<file path="config.mk">
export PLATFORM = sky130hd
export DESIGN_NAME = pss_top
export DESIGN_NICKNAME = d
export VERILOG_FILES = /design/src/pss_pkg.sv /design/src/pss_top.sv
export VERILOG_INCLUDE_DIRS = /design/src /design/src/src
export SDC_FILE = /design/constraint.sdc
export NUM_CORES = 1
export LEC_CHECK = 0
export BUFFER_PORTS_ARGS = -buffer_cell sky130_fd_sc_hd__buf_2
export CAP_MARGIN = 0
export CORE_ASPECT_RATIO = 0.8
export CORE_MARGIN = 3
export CORE_UTILIZATION = 50
export CTS_BUF_LIST = sky130_fd_sc_hd__clkbuf_8
export DETAILED_ROUTE_END_ITERATION = 8
export GPL_TIMING_DRIVEN = 0
export HOLD_SLACK_MARGIN = 0.05
export PLACE_DENSITY = 0.75
export SLEW_MARGIN = 25
export SYNTH_ARGS = -nofsm -noshare
export SYNTH_HDL_FRONTEND = slang
export SYNTH_SLANG_ARGS = --single-unit
</file>
<file path="constraint.sdc">
create_clock -name mclk_i -period 3 [get_ports mclk_i]
set_clock_uncertainty 0.2 [all_clocks]
set_input_delay 0.6 -clock mclk_i [delete_from_list [all_inputs] [get_ports mclk_i]]
set_output_delay 0.6 -clock mclk_i [all_outputs]
set_load 0.02 [all_outputs]
</file>
<file path="src/pss_regs.svh">
// Constants of the plotter step sequencer: offsets, fields, resets, times
// What this block does
// - Line-end marker fires gate window immediately
// - No plotter commands during line-end gate
// - Line-end timer-start starts no delay timer
// - Gate end fires reset window, clears latches
// - Line-end answers host despite running delay
// - Meter enable off stalls; resumes when on
// - Offline holds accept response inactive
// - Decode record, settle, then gate window
// - Gate drives command, starts motion/pen delay
// - Gate window: idle response off, accept on
// - Full sequence per record; line-end shortened
// - Settling starts only after delays expire
// - Six command pulses in three axis groups
// - Per-direction 1.5 ms step lockout one-shot
// - Three-stage one-hot phase counter per axis
// - Step clock moves counter one position
// - Cyclic phase order, reversed for opposite
// - Manual single step or 120 steps/s
// - Carriage axis as drum axis, plus limit stops
// - Pen flip-flop set/cleared, drives solenoid
// - Manual pen raise and lower control
// - Pen delay on digit 0/9, else motion
// - Cycle needs an active encoded bit line
// - Carriage limit blocks that direction only
`ifndef PSS_REGS_SVH
`define PSS_REGS_SVH

// Register byte offsets
`define PSS_CTRL_OFS 8'h00
`define PSS_MANUAL_OFS 8'h04
`define PSS_STATUS_OFS 8'h08

// Control register fields
`define PSS_CTRL_METER 0
`define PSS_CTRL_OFFLINE 1
`define PSS_CTRL_MODEL2 2
`define PSS_CTRL_RUN_LSB 3
`define PSS_CTRL_RESET 32'h0000_0000

// Manual register fields: one-shot press bits
`define PSS_MAN_LSB 0

// Times in nanoseconds, run rate in hertz
`define PSS_SETTLE_NS 100000
`define PSS_GATE_NS 50000
`define PSS_RESET_NS 60000
`define PSS_MOTION_NS 3400000
`define PSS_MOTION2_NS 5000000
`define PSS_PEN_NS 100000000
`define PSS_LOCKOUT_NS 1500000
`define PSS_RUN_HZ 120

`endif

</file>
<file path="src/pss_pkg.sv">
// Types and cycle helpers of the plotter step sequencer
package pss_pkg;

   // Sequencer states, one-hot
   typedef enum logic [4:0] {
      ST_IDLE = 5'b00001,
      ST_SETTLE = 5'b00010,
      ST_GATE = 5'b00100,
      ST_RESET = 5'b01000,
      ST_STALL = 5'b10000
   } pss_state_t;

   // Host character record: zero, one, two, four, eight lines
   typedef struct packed {
      logic line_end_marker;
      logic [4:0] bits;
   } pss_host_t;

   // Six plotter commands in three axis groups
   typedef struct packed {
      logic pen_down;
      logic pen_up;
      logic carr_right;
      logic carr_left;
      logic drum_down;
      logic drum_up;
   } pss_cmd_t;

   // Least time in cycles, rounded up, never below one
   function automatic int unsigned pss_cyc_up(input longint unsigned ns,
                                              input longint unsigned hz);
      longint unsigned c;
      c = (ns * hz + 64'd999_999_999) / 64'd1_000_000_000;
      if (c == 64'd0)
         c = 64'd1;
      return c[31:0];
   endfunction

endpackage

</file>
<file path="src/pss_top.sv">
// Plotter step sequencer: host handshake, delay timers, step and pen logic
`timescale 1ns/1ns
`include "pss_regs.svh"

module pss_top
   import pss_pkg::*;
#(
   parameter longint unsigned CLK_HZ = 250_000_000,
   parameter int unsigned SETTLE_CYC = pss_cyc_up(`PSS_SETTLE_NS, CLK_HZ),
   parameter int unsigned GATE_CYC = pss_cyc_up(`PSS_GATE_NS, CLK_HZ),
   parameter int unsigned RESET_CYC = pss_cyc_up(`PSS_RESET_NS, CLK_HZ),
   parameter int unsigned MOTION_CYC = pss_cyc_up(`PSS_MOTION_NS, CLK_HZ),
   parameter int unsigned MOTION2_CYC = pss_cyc_up(`PSS_MOTION2_NS, CLK_HZ),
   parameter int unsigned PEN_CYC = pss_cyc_up(`PSS_PEN_NS, CLK_HZ),
   parameter int unsigned LOCKOUT_CYC = pss_cyc_up(`PSS_LOCKOUT_NS, CLK_HZ),
   parameter int unsigned RUN_CYC = int'(CLK_HZ / `PSS_RUN_HZ)
)
(
   input wire logic mclk_i,
   input wire logic resetn_i,
   input wire logic [7:0] addr_i,
   input wire logic [31:0] wr_data_i,
   input wire logic wr_i,
   input wire logic rd_i,
   output logic [31:0] rd_data_o,
   input wire pss_host_t host_i,
   input wire logic carr_left_limit_i,
   input wire logic carr_right_limit_i,
   output logic accept_response_o,
   output logic idle_response_o,
   output logic quench_o,
   output pss_cmd_t cmd_o,
   output logic [2:0] drum_phase_o,
   output logic [2:0] carr_phase_o,
   output logic pen_lift_o
);

   // Decode a character record into one plotter command
   function automatic pss_cmd_t decode(input logic [4:0] b);
      pss_cmd_t c;
      logic [3:0] d;
      c = '0;
      d = b[0] ? 4'h0 : {b[4], b[3], b[2], b[1]};
      case (d)
         4'h0: c.pen_down = 1'b1;
         4'h1: c.drum_up = 1'b1;
         4'h2: c.drum_down = 1'b1;
         4'h3: c.carr_left = 1'b1;
         4'h4: c.carr_right = 1'b1;
         4'h5: {c.drum_up, c.carr_left} = 2'b11;
         4'h6: {c.drum_up, c.carr_right} = 2'b11;
         4'h7: {c.drum_down, c.carr_left} = 2'b11;
         4'h8: {c.drum_down, c.carr_right} = 2'b11;
         4'h9: c.pen_up = 1'b1;
         default: c = '0;
      endcase
      return c;
   endfunction

   // Pen digit test: zero or nine
   function automatic logic is_pen_digit(input logic [4:0] b);
      return b[0] || (b[4:1] == 4'h9);
   endfunction

   // Rotate a one-hot phase; forward 1-2-3, reverse 3-2-1
   function automatic logic [2:0] rotate(input logic [2:0] ph, input logic fwd);
      return fwd ? {ph[1:0], ph[2]} : {ph[0], ph[2:1]};
   endfunction

   // Input synchronisers for host pins and limits
   logic [7:0] sync1_reg;
   logic [7:0] sync2_reg;
   pss_host_t host_s;
   logic left_lim_s;
   logic right_lim_s;

   always_ff @(posedge mclk_i or negedge resetn_i)
   begin
      if (!resetn_i)
      begin
         sync1_reg <= 8'h00;
         sync2_reg <= 8'h00;
      end
      else
      begin
         sync1_reg <= {carr_right_limit_i, carr_left_limit_i, host_i};
         sync2_reg <= sync1_reg;
      end
   end

   assign host_s = sync2_reg[5:0];
   assign left_lim_s = sync2_reg[6];
   assign right_lim_s = sync2_reg[7];

   // Software registers
   logic [31:0] ctrl_reg;
   logic [5:0] press_reg;
   logic meter_en;
   logic offline;
   logic model2;
   logic [3:0] run_dirs;

   assign meter_en = ctrl_reg[`PSS_CTRL_METER];
   assign offline = ctrl_reg[`PSS_CTRL_OFFLINE];
   assign model2 = ctrl_reg[`PSS_CTRL_MODEL2];
   assign run_dirs = ctrl_reg[`PSS_CTRL_RUN_LSB +: 4];

   // Control register write
   always_ff @(posedge mclk_i or negedge resetn_i)
   begin
      if (!resetn_i)
         ctrl_reg <= `PSS_CTRL_RESET;
      else if (wr_i && addr_i == `PSS_CTRL_OFS)
         ctrl_reg <= {25'h0, wr_data_i[6:0]};
   end

   // Manual press bits, one cycle pulses
   always_ff @(posedge mclk_i or negedge resetn_i)
   begin
      if (!resetn_i)
         press_reg <= 6'h00;
      else if (wr_i && addr_i == `PSS_MANUAL_OFS)
         press_reg <= wr_data_i[`PSS_MAN_LSB +: 6];
      else
         press_reg <= 6'h00;
   end

   // Sequencer state and window counter
   pss_state_t state_reg;
   pss_state_t state_next;
   logic [31:0] win_reg;
   logic [31:0] motion_reg;
   logic [31:0] pen_reg;
   logic eol_reg;
   pss_cmd_t dec_reg;
   logic pen_dig_reg;
   logic timers_busy;
   logic win_done;
   logic eligible;

   assign timers_busy = (motion_reg != 32'h0) || (pen_reg != 32'h0);
   assign win_done = (win_reg == 32'h1);
   assign eligible = (host_s.bits != 5'h00) && !offline;

   // Next state
   always_comb
   begin
      state_next = state_reg;
      case (state_reg)
         ST_IDLE:
         begin
            if (host_s.line_end_marker && !offline)
               state_next = meter_en ? ST_GATE : ST_STALL;
            else if (eligible && !timers_busy)
               state_next = meter_en ? ST_SETTLE : ST_STALL;
         end
         ST_STALL:
         begin
            if (meter_en)
               state_next = eol_reg ? ST_GATE : ST_SETTLE;
         end
         ST_SETTLE:
         begin
            if (win_done)
               state_next = ST_GATE;
         end
         ST_GATE:
         begin
            if (win_done)
               state_next = ST_RESET;
         end
         ST_RESET:
         begin
            if (win_done)
               state_next = ST_IDLE;
         end
         default: state_next = ST_IDLE;
      endcase
   end

   // State register
   always_ff @(posedge mclk_i or negedge resetn_i)
   begin
      if (!resetn_i)
         state_reg <= ST_IDLE;
      else
         state_reg <= state_next;
   end

   // Window counter loads on each state entry
   always_ff @(posedge mclk_i or negedge resetn_i)
   begin
      if (!resetn_i)
         win_reg <= 32'h0;
      else if (state_next != state_reg)
      begin
         case (state_next)
            ST_SETTLE: win_reg <= SETTLE_CYC;
            ST_GATE: win_reg <= GATE_CYC;
            ST_RESET: win_reg <= RESET_CYC;
            default: win_reg <= 32'h0;
         endcase
      end
      else if (win_reg != 32'h0)
         win_reg <= win_reg - 32'h1;
   end

   // Record latch: taken on cycle start, cleared by reset window
   always_ff @(posedge mclk_i or negedge resetn_i)
   begin
      if (!resetn_i)
      begin
         eol_reg <= 1'b0;
         dec_reg <= '0;
         pen_dig_reg <= 1'b0;
      end
      else if (state_reg == ST_IDLE && state_next != ST_IDLE)
      begin
         eol_reg <= host_s.line_end_marker;
         dec_reg <= host_s.line_end_marker ? '0 : decode(host_s.bits);
         pen_dig_reg <= is_pen_digit(host_s.bits);
      end
      else if (state_reg == ST_RESET)
      begin
         eol_reg <= 1'b0;
         dec_reg <= '0;
         pen_dig_reg <= 1'b0;
      end
   end

   // Timer-start pulse on gate entry
   logic timer_start;
   assign timer_start = (state_next == ST_GATE) && (state_reg != ST_GATE);

   // Motion and pen delay timers
   always_ff @(posedge mclk_i or negedge resetn_i)
   begin
      if (!resetn_i)
      begin
         motion_reg <= 32'h0;
         pen_reg <= 32'h0;
      end
      else
      begin
         if (timer_start && !eol_reg && !host_s.line_end_marker && !pen_dig_reg
             && state_reg != ST_IDLE)
            motion_reg <= model2 ? MOTION2_CYC : MOTION_CYC;
         else if (motion_reg != 32'h0)
            motion_reg <= motion_reg - 32'h1;
         if (timer_start && !eol_reg && pen_dig_reg && state_reg != ST_IDLE)
            pen_reg <= PEN_CYC;
         else if (pen_reg != 32'h0)
            pen_reg <= pen_reg - 32'h1;
      end
   end

   // Host responses and plotter command outputs
   always_ff @(posedge mclk_i or negedge resetn_i)
   begin
      if (!resetn_i)
      begin
         accept_response_o <= 1'b0;
         idle_response_o <= 1'b1;
         quench_o <= 1'b0;
         cmd_o <= '0;
      end
      else
      begin
         accept_response_o <= (state_next == ST_GATE) && !offline;
         idle_response_o <= state_next != ST_GATE;
         quench_o <= state_next == ST_RESET;
         cmd_o <= (state_next == ST_GATE) ? dec_reg : '0;
      end
   end

   // Command pulse at gate start feeds the step and pen logic
   pss_cmd_t cmd_pulse;
   assign cmd_pulse = (state_reg == ST_SETTLE && state_next == ST_GATE) ? dec_reg : '0;

   // Continuous-run tick at 120 steps per second
   logic [31:0] run_reg;
   logic run_tick;

   always_ff @(posedge mclk_i or negedge resetn_i)
   begin
      if (!resetn_i)
         run_reg <= 32'h0;
      else if (run_dirs == 4'h0 || run_reg == 32'h0)
         run_reg <= RUN_CYC - 32'h1;
      else
         run_reg <= run_reg - 32'h1;
   end

   assign run_tick = (run_dirs != 4'h0) && (run_reg == 32'h0);

   // Step requests: drum up, drum down, carriage left, carriage right
   logic [3:0] step_req;
   assign step_req = {cmd_pulse.carr_right, cmd_pulse.carr_left,
                      cmd_pulse.drum_down, cmd_pulse.drum_up}
                     | press_reg[3:0] | (run_dirs & {4{run_tick}});

   // Per-direction lockout one-shots
   logic [31:0] lock_reg [4];
   logic [3:0] step_clk;

   always_comb
   begin
      for (int i = 0; i < 4; i++)
         step_clk[i] = step_req[i] && (lock_reg[i] == 32'h0);
      step_clk[2] = step_clk[2] && !left_lim_s;
      step_clk[3] = step_clk[3] && !right_lim_s;
   end

   always_ff @(posedge mclk_i or negedge resetn_i)
   begin
      if (!resetn_i)
      begin
         for (int i = 0; i < 4; i++)
            lock_reg[i] <= 32'h0;
      end
      else
      begin
         for (int i = 0; i < 4; i++)
         begin
            if (step_req[i] && lock_reg[i] == 32'h0)
               lock_reg[i] <= LOCKOUT_CYC;
            else if (lock_reg[i] != 32'h0)
               lock_reg[i] <= lock_reg[i] - 32'h1;
         end
      end
   end

   // Drum and carriage phase counters, one-hot
   always_ff @(posedge mclk_i or negedge resetn_i)
   begin
      if (!resetn_i)
      begin
         drum_phase_o <= 3'b001;
         carr_phase_o <= 3'b001;
      end
      else
      begin
         if (step_clk[0] != step_clk[1])
            drum_phase_o <= rotate(drum_phase_o, step_clk[0]);
         if (step_clk[2] != step_clk[3])
            carr_phase_o <= rotate(carr_phase_o, step_clk[2]);
      end
   end

   // Pen flip-flop: up sets, down clears
   always_ff @(posedge mclk_i or negedge resetn_i)
   begin
      if (!resetn_i)
         pen_lift_o <= 1'b0;
      else if (cmd_pulse.pen_up || press_reg[4])
         pen_lift_o <= 1'b1;
      else if (cmd_pulse.pen_down || press_reg[5])
         pen_lift_o <= 1'b0;
   end

   // Status word
   logic [31:0] status_word;
   assign status_word = {15'h0, pen_lift_o, carr_phase_o, drum_phase_o,
                         left_lim_s, right_lim_s, (pen_reg != 32'h0),
                         (motion_reg != 32'h0), eol_reg, state_reg};

   // Read data, one cycle after the strobe; zero otherwise
   always_ff @(posedge mclk_i or negedge resetn_i)
   begin
      if (!resetn_i)
         rd_data_o <= 32'h0;
      else if (rd_i)
      begin
         case (addr_i)
            `PSS_CTRL_OFS: rd_data_o <= ctrl_reg;
            `PSS_STATUS_OFS: rd_data_o <= status_word;
            default: rd_data_o <= 32'h0;
         endcase
      end
      else
         rd_data_o <= 32'h0;
   end

endmodule // pss_top

</file>
==> run summary, run 1 <==
First-pass GRT wire length: 56080 um
Final Core Density: 61.18%
Buffers & Inverters on Critical Path: 0
TritonCTS clock tree: yes
Hpwl dp: 22520 um
GRT overflow: 0
Max IR drop VDD: 0.5238 mV
Via/cell ratio: 5.494
Post-Syn Instances: 1553
DP Worst Slack: -604.2 ps
Synth warn: 0
Largest net degree at the start of global routing: 94
Crit path max-delay cell type: or4_4
Fmax: 0.3252 GHz
Crit path launch type: flip-flop
Final instance area: 18720 um^2
Period utilization: 102.5%
Main combinational cell family by area after synthesis: simple AND/OR/NAND/NOR gates
CP peak stage delay: 580 ps
Power per standard cell area: 863.1 nW/um^2
Initial antenna violation count: 0
Max-capacitance violation count: 0
Violated checks: negative setup slack
Library cells used by synthesis: 72
Minimum clock period: 3075 ps
Area Growth Syn to Fin: 19.82%
Total wire length: 34230 um
Tot GR Track Use: 20.18%
Number of flip-flops in the largest register: 128
Worst-Skew Late Latency: 610 ps
Post-Synth XOR/XNOR Area: 10.65%
Status: finished, violations left
Setup TNS: -74.64 ps
DRT iter0 DRCs: 811
Leakage: 8.438 nW
Clock-pin transition on the worst setup and hold timing paths: 60 ps
Placed inst area: 16650 um^2
Ant diodes: 0
Delay-heaviest family, CP: simple AND/OR/NAND/NOR gates
Core area: 30600 um^2
Commonest non-fill, non-tap cell in the layout: dfrtp_1
Router iterations before antenna repair: 5
Slew @ Worst Pin: 976.6 ps
Overall die height: 164.1 um
Post-synthesis compound-gate area fraction: 6.007%
Vias post-DR: 12070
Die Area: 33410 um^2
Arr. time, crit path: 3360 ps
CTS H-Tree Depth: 2
Root Driver: clkbuf_8
Synthesized flop and latch total: 331
Slew margin rel.: 34.29%
Critical path type: reg -> reg
GPL Wtd Cong: 0.8754
Share of layout cells above drive strength 1: 18.22%
Seq/Total Area, Yosys: 53.05%
Setup WS post-layout: -74.64 ps
Total clock sinks: 331
Rows: 57
CP Capture Type: flip-flop
Buffers from clock root to sink, at most: 3
Routed WL per cell: 15.58 um
DIE WIDTH: 203.6 um
Maximum net fanout on the critical path: 5
Crit-path cells: or4_4, nor3_4, nand2_2, or3_4, or3_4, or4_4, xnor2_1
DRT antenna net count: 0
Adder-cell share of the synthesized area: 1.041%
Fin nets: 1810
HP Class: in -> reg
Synthesized area: 15620 um^2
Async set-reset flop share out of synthesis: 100.0%
Multiplexer share of the synthesized area: 1.289%
EDFF count, synth: 0
Post-synthesis simple-gate area fraction: 25.40%
Required time of the critical path: 3290 ps
Vias in the first global route: 11420
Unrepaired setup endpoints after global routing: yes
Final setup viols: 1
Final Hold Fails: 0
Synthesized area per cell: 10.06 um^2
Ports: 100
Drt drc: 0
Main synth FF type: dfrtp_1
Max Slew Vio Count: 0
PortBufs: 58
Most frequent cells in the layout: dfrtp_1 (326), nor2_1 (197), nand2_1 (138)
Initial Util: 51.06%
TritonCTS Buffers: 51
power by group:
group          internal (mW)  total (mW)  switching (mW)  leakage (nW)
clock network           2.00        3.74            1.74         0.609
registers               5.77        7.21            1.44          4.22
logic                   2.35        5.21            2.86          3.61
kinds of logic (layout without fill, tap and decap cells):
family,count (synthesis),in the layout
flip-flops,331,331
multiplexers,19,19
AND/OR/NAND/NOR,769,769
other,1,15
adder cells (fa/ha/maj),13,13
buffers and inverters,79,296
AO/OA/AOI/OAI,151,151
XOR/XNOR,190,190
repair_timing:
| item | CTS | global route |
|---|---|---|
| cloned | 2 | 0 |
| pin swaps | 17 | 23 |
| setup endpoints to repair | 170 | 184 |
| hold buffers | 14 | 0 |
| setup buffers | 26 | 28 |
| gates resized for setup | 57 | 61 |
| hold endpoints to repair | 69 | 0 |
path summary, 6_finish.rpt:
kind                              startpoint           end  slack, ps  cells past startpoint
worst max-delay path            lock_reg[39]  lock_reg[63]        -70                      7
worst min register to register  sync1_reg[3]  sync2_reg[3]        150                      0
worst min-delay path            wr_data_i[4]  press_reg[4]         80                      2
worst max register to register  lock_reg[39]  lock_reg[63]        -70                      7
max in group asynchronous           resetn_i   win_reg[16]       1150                      4
min in group asynchronous           resetn_i  lock_reg[27]        310                      2
routing by layer:
metal	vias up	routed length [um]	track usage [%]
li1	5820	-	-
met1	5928	15860	28.23
met2	255	15990	32.11
met3	67	1595	3.963
met4	0	792	6.285
met5	-	0	0
synth_stat cells (6+ instances only):
cell	count	area share [%]
a21oi_1	52	1.7
a22o_1	6	0.34
and2_1	24	0.96
and3_1	10	0.40
and3b_1	7	0.39
buf_2	8	0.26
buf_4	21	1.0
clkbuf_1	21	0.50
dfrtp_1	327	52
ha_1	13	1.0
inv_1	25	0.60
mux2_2	9	0.65
mux2i_1	10	0.64
nand2_1	140	3.4
nand2b_1	17	0.68
nand3_1	39	1.2
nand3b_1	6	0.29
nand4_1	17	0.68
nand4b_1	7	0.39
nor2_1	204	4.9
nor2b_1	11	0.44
nor3_1	95	3.0
nor3b_1	11	0.53
nor4_1	72	2.9
o21ai_0	37	1.2
o22ai_1	6	0.24
o31ai_1	12	0.58
or2_2	8	0.32
or3_1	41	1.6
or4_1	36	1.7
xnor2_1	93	5.2
xor2_1	97	5.4
metrics by stage:
step	total power [mW]	instances	hold slack, ps
after floorplan	10.38	1567	104.4
after global placement	11.29	2038	133.7
after detailed placement	11.60	2042	139.7
after CTS	15.76	2173	50.90
after global routing	17.25	2197	59.11
final	16.16	2197	79.58
final cells by class:
class                           count  area (um^2)
Buffer                             47        322.8
Multi-Input combinational cell   1157         7486
Fill cell                        2407        11880
Tap cell                          413        516.7
Clock buffer                       64        880.8
Inverter                           25        93.84
Sequential cell                   331         8289
Timing Repair Buffer              132        987.2
Clock inverter                     28        142.6
Note: power is estimated with default switching activity, not from simulation.
==> run 2, diff against run 1 <==
--- a/config.mk
+++ b/config.mk
@@ -16,6 +16,7 @@
 export GPL_TIMING_DRIVEN = 0
 export HOLD_SLACK_MARGIN = 0.05
 export PLACE_DENSITY = 0.75
+export SETUP_SLACK_MARGIN = 0.15
 export SLEW_MARGIN = 25
 export SYNTH_ARGS = -nofsm -noshare
 export SYNTH_HDL_FRONTEND = slang
==> run 2 against run 1 <==
The flow still finishes with violations (negative setup slack). Clock-buffer cell count grew 8. Core utilization increased by 5.4 points. Worst setup slack better by 16 ps. Clock power rose by 14%. Worst hold slack improved by 68 ps. Non-clock buffer count up 49. Global-route usage is 1.0 points higher. Critical path depth grew 1. Critical endpoint unchanged. Largest power group unchanged.
==> run summary, run 2 (synthesis results as in run 1) <==
DP Worst Slack: -646.0 ps
Hpwl dp: 22260 um
Via/cell ratio: 5.634
Worst R2R Path Depth: 8
Total clock sinks: 331
CP endpoint: lock_reg[63]
Initial antenna violation count: 1
Violated checks: negative setup slack
Critical path type: reg -> reg
Vias in the first global route: 12160
DRT iter0 DRCs: 925
Power per standard cell area: 890.3 nW/um^2
Fin nets: 1860
Hold Path Depth: 0
Routed WL per cell: 17.05 um
Ports: 100
Total wire length: 38390 um
Worst reg2reg startpoint: lock_reg[32]
Crit path launch type: flip-flop
Share of layout cells above drive strength 1: 28.33%
Crit-path cells: or4_4, nor3_4, nand2_2, or3_4, or3_4, buf_8, or4_4, xnor2_2
Period utilization: 102.0%
Ant diodes: 0
Placed inst area: 16690 um^2
Minimum clock period: 3059 ps
TritonCTS clock tree: yes
PortBufs: 58
Met3 WL: 1673 um
CP peak stage delay: 570 ps
DRT antenna net count: 0
Max Slew Vio Count: 0
Largest net degree at the start of global routing: 94
Root Driver: clkbuf_8
Overall die height: 164.1 um
Most frequent cells in the layout: dfrtp_1 (326), nor2_1 (155), nand2_1 (122)
Max IR drop VDD: 0.5384 mV
Slew @ Worst Pin: 1098 ps
Max-capacitance violation count: 0
Top sig layer: met4
Clock-pin transition on the worst setup and hold timing paths: 60 ps
Hold WS: 147.3 ps
DIE WIDTH: 203.6 um
CP Capture Type: flip-flop
Fmax: 0.3269 GHz
Unrepaired setup endpoints after global routing: yes
Maximum net fanout on the critical path: 5
Setup WS post-layout: -59.04 ps
PnR Total Power: 18.15 mW
Slew margin rel.: 26.12%
Rows: 57
CTS H-Tree Depth: 2
TritonCTS Buffers: 52
Tot GR Track Use: 21.18%
GRT overflow: 0
Final Hold Fails: 0
Die Area: 33410 um^2
Required time of the critical path: 3280 ps
Setup TNS: -687.6 ps
Area Growth Syn to Fin: 30.47%
HP Class: reg -> reg
Crit path max-delay cell type: or4_4
First-pass GRT wire length: 59080 um
Worst setup startpoint: lock_reg[32]
Router iterations before antenna repair: 5
Initial Util: 51.06%
Drt drc: 0
Buffers from clock root to sink, at most: 3
Worst reg2reg setup slack: -60 ps
GPL Wtd Cong: 0.8027
Number of flip-flops in the largest register: 128
M1 WL: 17000 um
Status: finished, violations left
Arr. time, crit path: 3340 ps
Final instance area: 20380 um^2
Met2 WL: 18890 um
Final setup viols: 26
Reg-to-reg endpoint: lock_reg[63]
Vias post-DR: 12690
Commonest non-fill, non-tap cell in the layout: dfrtp_1
Core area: 30600 um^2
Leakage: 8.990 nW
Worst-Skew Late Latency: 610 ps
==> run 2: changes by cell type in the layout (fill, tap and decap cells not counted), moves of 10 or more <==
cell	delta
nor2_1	-42
nor2_4	+39
buf_4	+21
nand2_1	-16
inv_1	-15
nor3_1	-14
nor4_1	-14
buf_6	+12
nand2_2	+12
clkbuf_8	+10
clkinv_2	+10
nor4_4	+10
==> run 2: how the worst min path moves through the flow <==
stage / from / endpoint / slack (ps)
after floorplan: resetn_i / accept_response_o / 100
after global placement: sync1_reg[5] / sync2_reg[5] / 140
after global routing: resetn_i / lock_reg[9] / 150
after detailed placement: sync1_reg[7] / sync2_reg[7] / 140
after CTS: resetn_i / lock_reg[9] / 130
final: sync1_reg[5] / sync2_reg[5] / 150
==> run 2: repair_timing <==
| item | CTS | global route |
|---|---|---|
| gates cloned | 3 | 3 |
| setup endpoints to repair | 221 | 219 |
| gates resized for setup | 164 | 201 |
| hold buffers | 16 | 0 |
| pin swaps | 54 | 82 |
| buffers inserted | 49 | 41 |
| endpoints found under the hold margin | 111 | 0 |
==> run 2: metal layers <==
metal,vias to the layer above,GRT usage [%]
met3,78,4.062
met5,-,0
li1,5937,-
met4,0,6.410
met2,298,34.24
met1,6374,29.32
==> run 2: critical path: cells and delay by family, from the launching register on <==
family        cells  cell delay (ps)
flops             1              430
buf+inv           1              130
simple gates      6             2040
xor+xnor          1              140
==> run 2: through the flow <==
step | util [%] | std cells
2_1_floorplan | - | 1567
3_3_place_gp | 54.13 | 2038
3_5_place_dp | 54.55 | 2042
4_1_cts | 62.54 | 2208
5_1_grt | 66.62 | 2252
6_report | 66.62 | 2252
==> run 2: cell type report <==
type	count	area, um^2
repair buffers	174	1438
plain buffers	54	474.2
clock buffers	72	991.0
clock inverters	26	196.4
fillers	2194	10210
flip-flops and latches	331	8289
inverters	25	93.84
well taps	413	516.7
multi-input cells	1157	8384
==> run 2: report_power, final <==
part           total, mW  internal (mW)  switching, mW
Clock               4.27           2.40           1.86
Combinational       6.54           3.06           3.48
Sequential          7.34           5.77           1.57
==> run 3, diff against run 2 <==
--- a/config.mk
+++ b/config.mk
@@ -8,7 +8,6 @@
 export LEC_CHECK = 0
 export BUFFER_PORTS_ARGS = -buffer_cell sky130_fd_sc_hd__buf_2
 export CAP_MARGIN = 0
-export CORE_ASPECT_RATIO = 0.8
 export CORE_MARGIN = 3
 export CORE_UTILIZATION = 50
 export CTS_BUF_LIST = sky130_fd_sc_hd__clkbuf_8
==> run 3 against run 2 <==
The flow still finishes with violations (negative setup slack). Via count increased by 0.34%. Worst hold slack got worse by 82 ps. Global-route usage increased by 0.28 points. Non-clock buffer count increased by 22. Routed wire length increased by 0.35%. Clock power decreased by 7.0%. Final area increased by 1.0%. Die area about the same. Register-to-register slack got worse by 70 ps. Power decreased by 0.36%. Critical path type unchanged. Highest routed layer unchanged.
==> run summary, run 3 (synthesis results as in run 1) <==
Top sig layer: met4
Initial antenna violation count: 1
Total clock sinks: 331
Max-capacitance violation count: 0
Slew @ Worst Pin: 1110 ps
Total wire length: 38530 um
Leakage: 9.127 nW
Area Growth Syn to Fin: 31.80%
Initial Util: 50.94%
Crit path max-delay cell type: or4_4
Fillers: 2181
First-pass GRT wire length: 60390 um
Number of flip-flops in the largest register: 128
DRT antenna net count: 0
Power per standard cell area: 878.2 nW/um^2
M1 WL: 15720 um
Met2 WL: 19630 um
DIE WIDTH: 182.8 um
GPL Wtd Cong: 0.8377
Largest net degree at the start of global routing: 96
TritonCTS Buffers: 54
Hpwl dp: 22650 um
Fin nets: 1884
Crit-path cells: inv_1, ha_2, or3b_4, nor3_2, and4_1, clkbuf_8, or3_4, or3_4, buf_8, or4_4, xnor2_2
Non-filler instance count after layout: 2259
Drt drc: 0
Vias post-DR: 12730
Root Driver: clkbuf_8
Worst-Skew Late Latency: 590 ps
Violated checks: negative setup slack
Clock-pin transition on the worst setup and hold timing paths: 60 ps
Final Hold Fails: 0
Final setup viols: 31
CP peak stage delay: 480 ps
Buffers from clock root to sink, at most: 3
Max Slew Vio Count: 0
Overall die height: 182.8 um
Unrepaired setup endpoints after global routing: yes
Crit path launch type: flip-flop
Maximum net fanout on the critical path: 5
Cell mode on critical path: or3_4
Fmax: 0.3197 GHz
Most frequent cells in the layout: dfrtp_1 (325), nor2_1 (150), nand2_1 (109)
DP Worst Slack: -718.6 ps
Core area: 30670 um^2
Placed Instances: 2025
Placed inst area: 16670 um^2
CP Capture Type: flip-flop
Die Area: 33400 um^2
Critical path type: reg -> reg
Final Core Density: 67.13%
Ports: 100
Slew margin rel.: 25.72%
Routed WL per cell: 17.05 um
Final instance area: 20590 um^2
HP Class: in -> reg
Setup WS post-layout: -128.1 ps
PortBufs: 58
CTS H-Tree Depth: 2
Arr. time, crit path: 3390 ps
Period utilization: 104.3%
Share of layout cells above drive strength 1: 30.43%
Minimum clock period: 3128 ps
Ant diodes: 0
Status: finished, violations left
Router iterations before antenna repair: 5
Required time of the critical path: 3270 ps
Met3 WL: 1897 um
Commonest non-fill, non-tap cell in the layout: dfrtp_1
GRT overflow: 0
TritonCTS clock tree: yes
PnR Total Power: 18.08 mW
Via/cell ratio: 5.635
Vias in the first global route: 12590
Tot GR Track Use: 21.46%
Rows: 64
DRT iter0 DRCs: 773
Max IR drop VDD: 0.5344 mV
run 3: cell types whose count changed in the layout (fill, tap and decap cells not counted), moves of 9 or more:
cell	change
nor2_2	+12
buf_6	+22
nand2_1	-13
nand2_2	+10
clkbuf_8	-9
inv_1	+18
run 3: through the flow:
stage	hold slack, ps	TNS (ps)
global placement	133.3	-1712100
global route	54.15	-5793
floorplan	104.4	0
detailed placement	135.6	-63670
CTS	53.12	-2903
finish	65.20	-707.5
run 3: layout make-up:
cell class / count / area (um^2) / area share (%)
Buffer: 54 / 464.2 / 2.255
Clock buffer: 62 / 853.3 / 4.144
Clock inverter: 38 / 235.2 / 1.142
Inverter: 25 / 93.84 / 0.4558
Multi-Input combinational cell: 1157 / 8518 / 41.37
Sequential cell: 331 / 8290 / 40.27
Tap cell: 396 / 495.5 / 2.406
Timing Repair Buffer: 196 / 1639 / 7.961
run 3: final timing paths:
kind | start | to | slack [ps] | cells past startpoint
setup / recovery | lock_reg[32] | lock_reg[63] | -130 | 11
hold / removal | wr_data_i[3] | press_reg[3] | 70 | 2
setup reg to reg | lock_reg[32] | lock_reg[63] | -130 | 11
hold reg to reg | sync1_reg[2] | sync2_reg[2] | 150 | 0
max in group asynchronous | resetn_i | idle_response_o | 1300 | 4
min in group asynchronous | resetn_i | lock_reg[7] | 280 | 2
run 3: timing repair:
item                                    CTS  global route
pin swaps                                63            85
buffers inserted                         61            53
endpoints found under the setup margin  231           224
endpoints found under the hold margin    64             0
resized for setup                       195           233
hold buffers                             13             0
cloned                                    5             2
run 3: per-layer routing:
metal  track usage (%)  vias to the layer above
met5                 0                        -
met4             7.374                        0
met3             3.392                      113
met2             37.11                      354
met1             27.68                     6301
li1                  -                     5962
run 3: critical path: cells and delay by family (launching register included):
family,cells,cell delay (ps)
xor+xnor,1,140
fa+ha+maj,1,180
buf+inv,3,330
flops,1,430
simple gates,6,1730
run 3: power breakdown:
| part | internal [mW] | total [mW] | switching [mW] |
|---|---|---|---|
| Combinational | 3.19 | 6.73 | 3.54 |
| Clock | 2.14 | 3.97 | 1.83 |
| Sequential | 5.77 | 7.38 | 1.61 |
| Total | 11.1 | 18.1 | 6.97 |
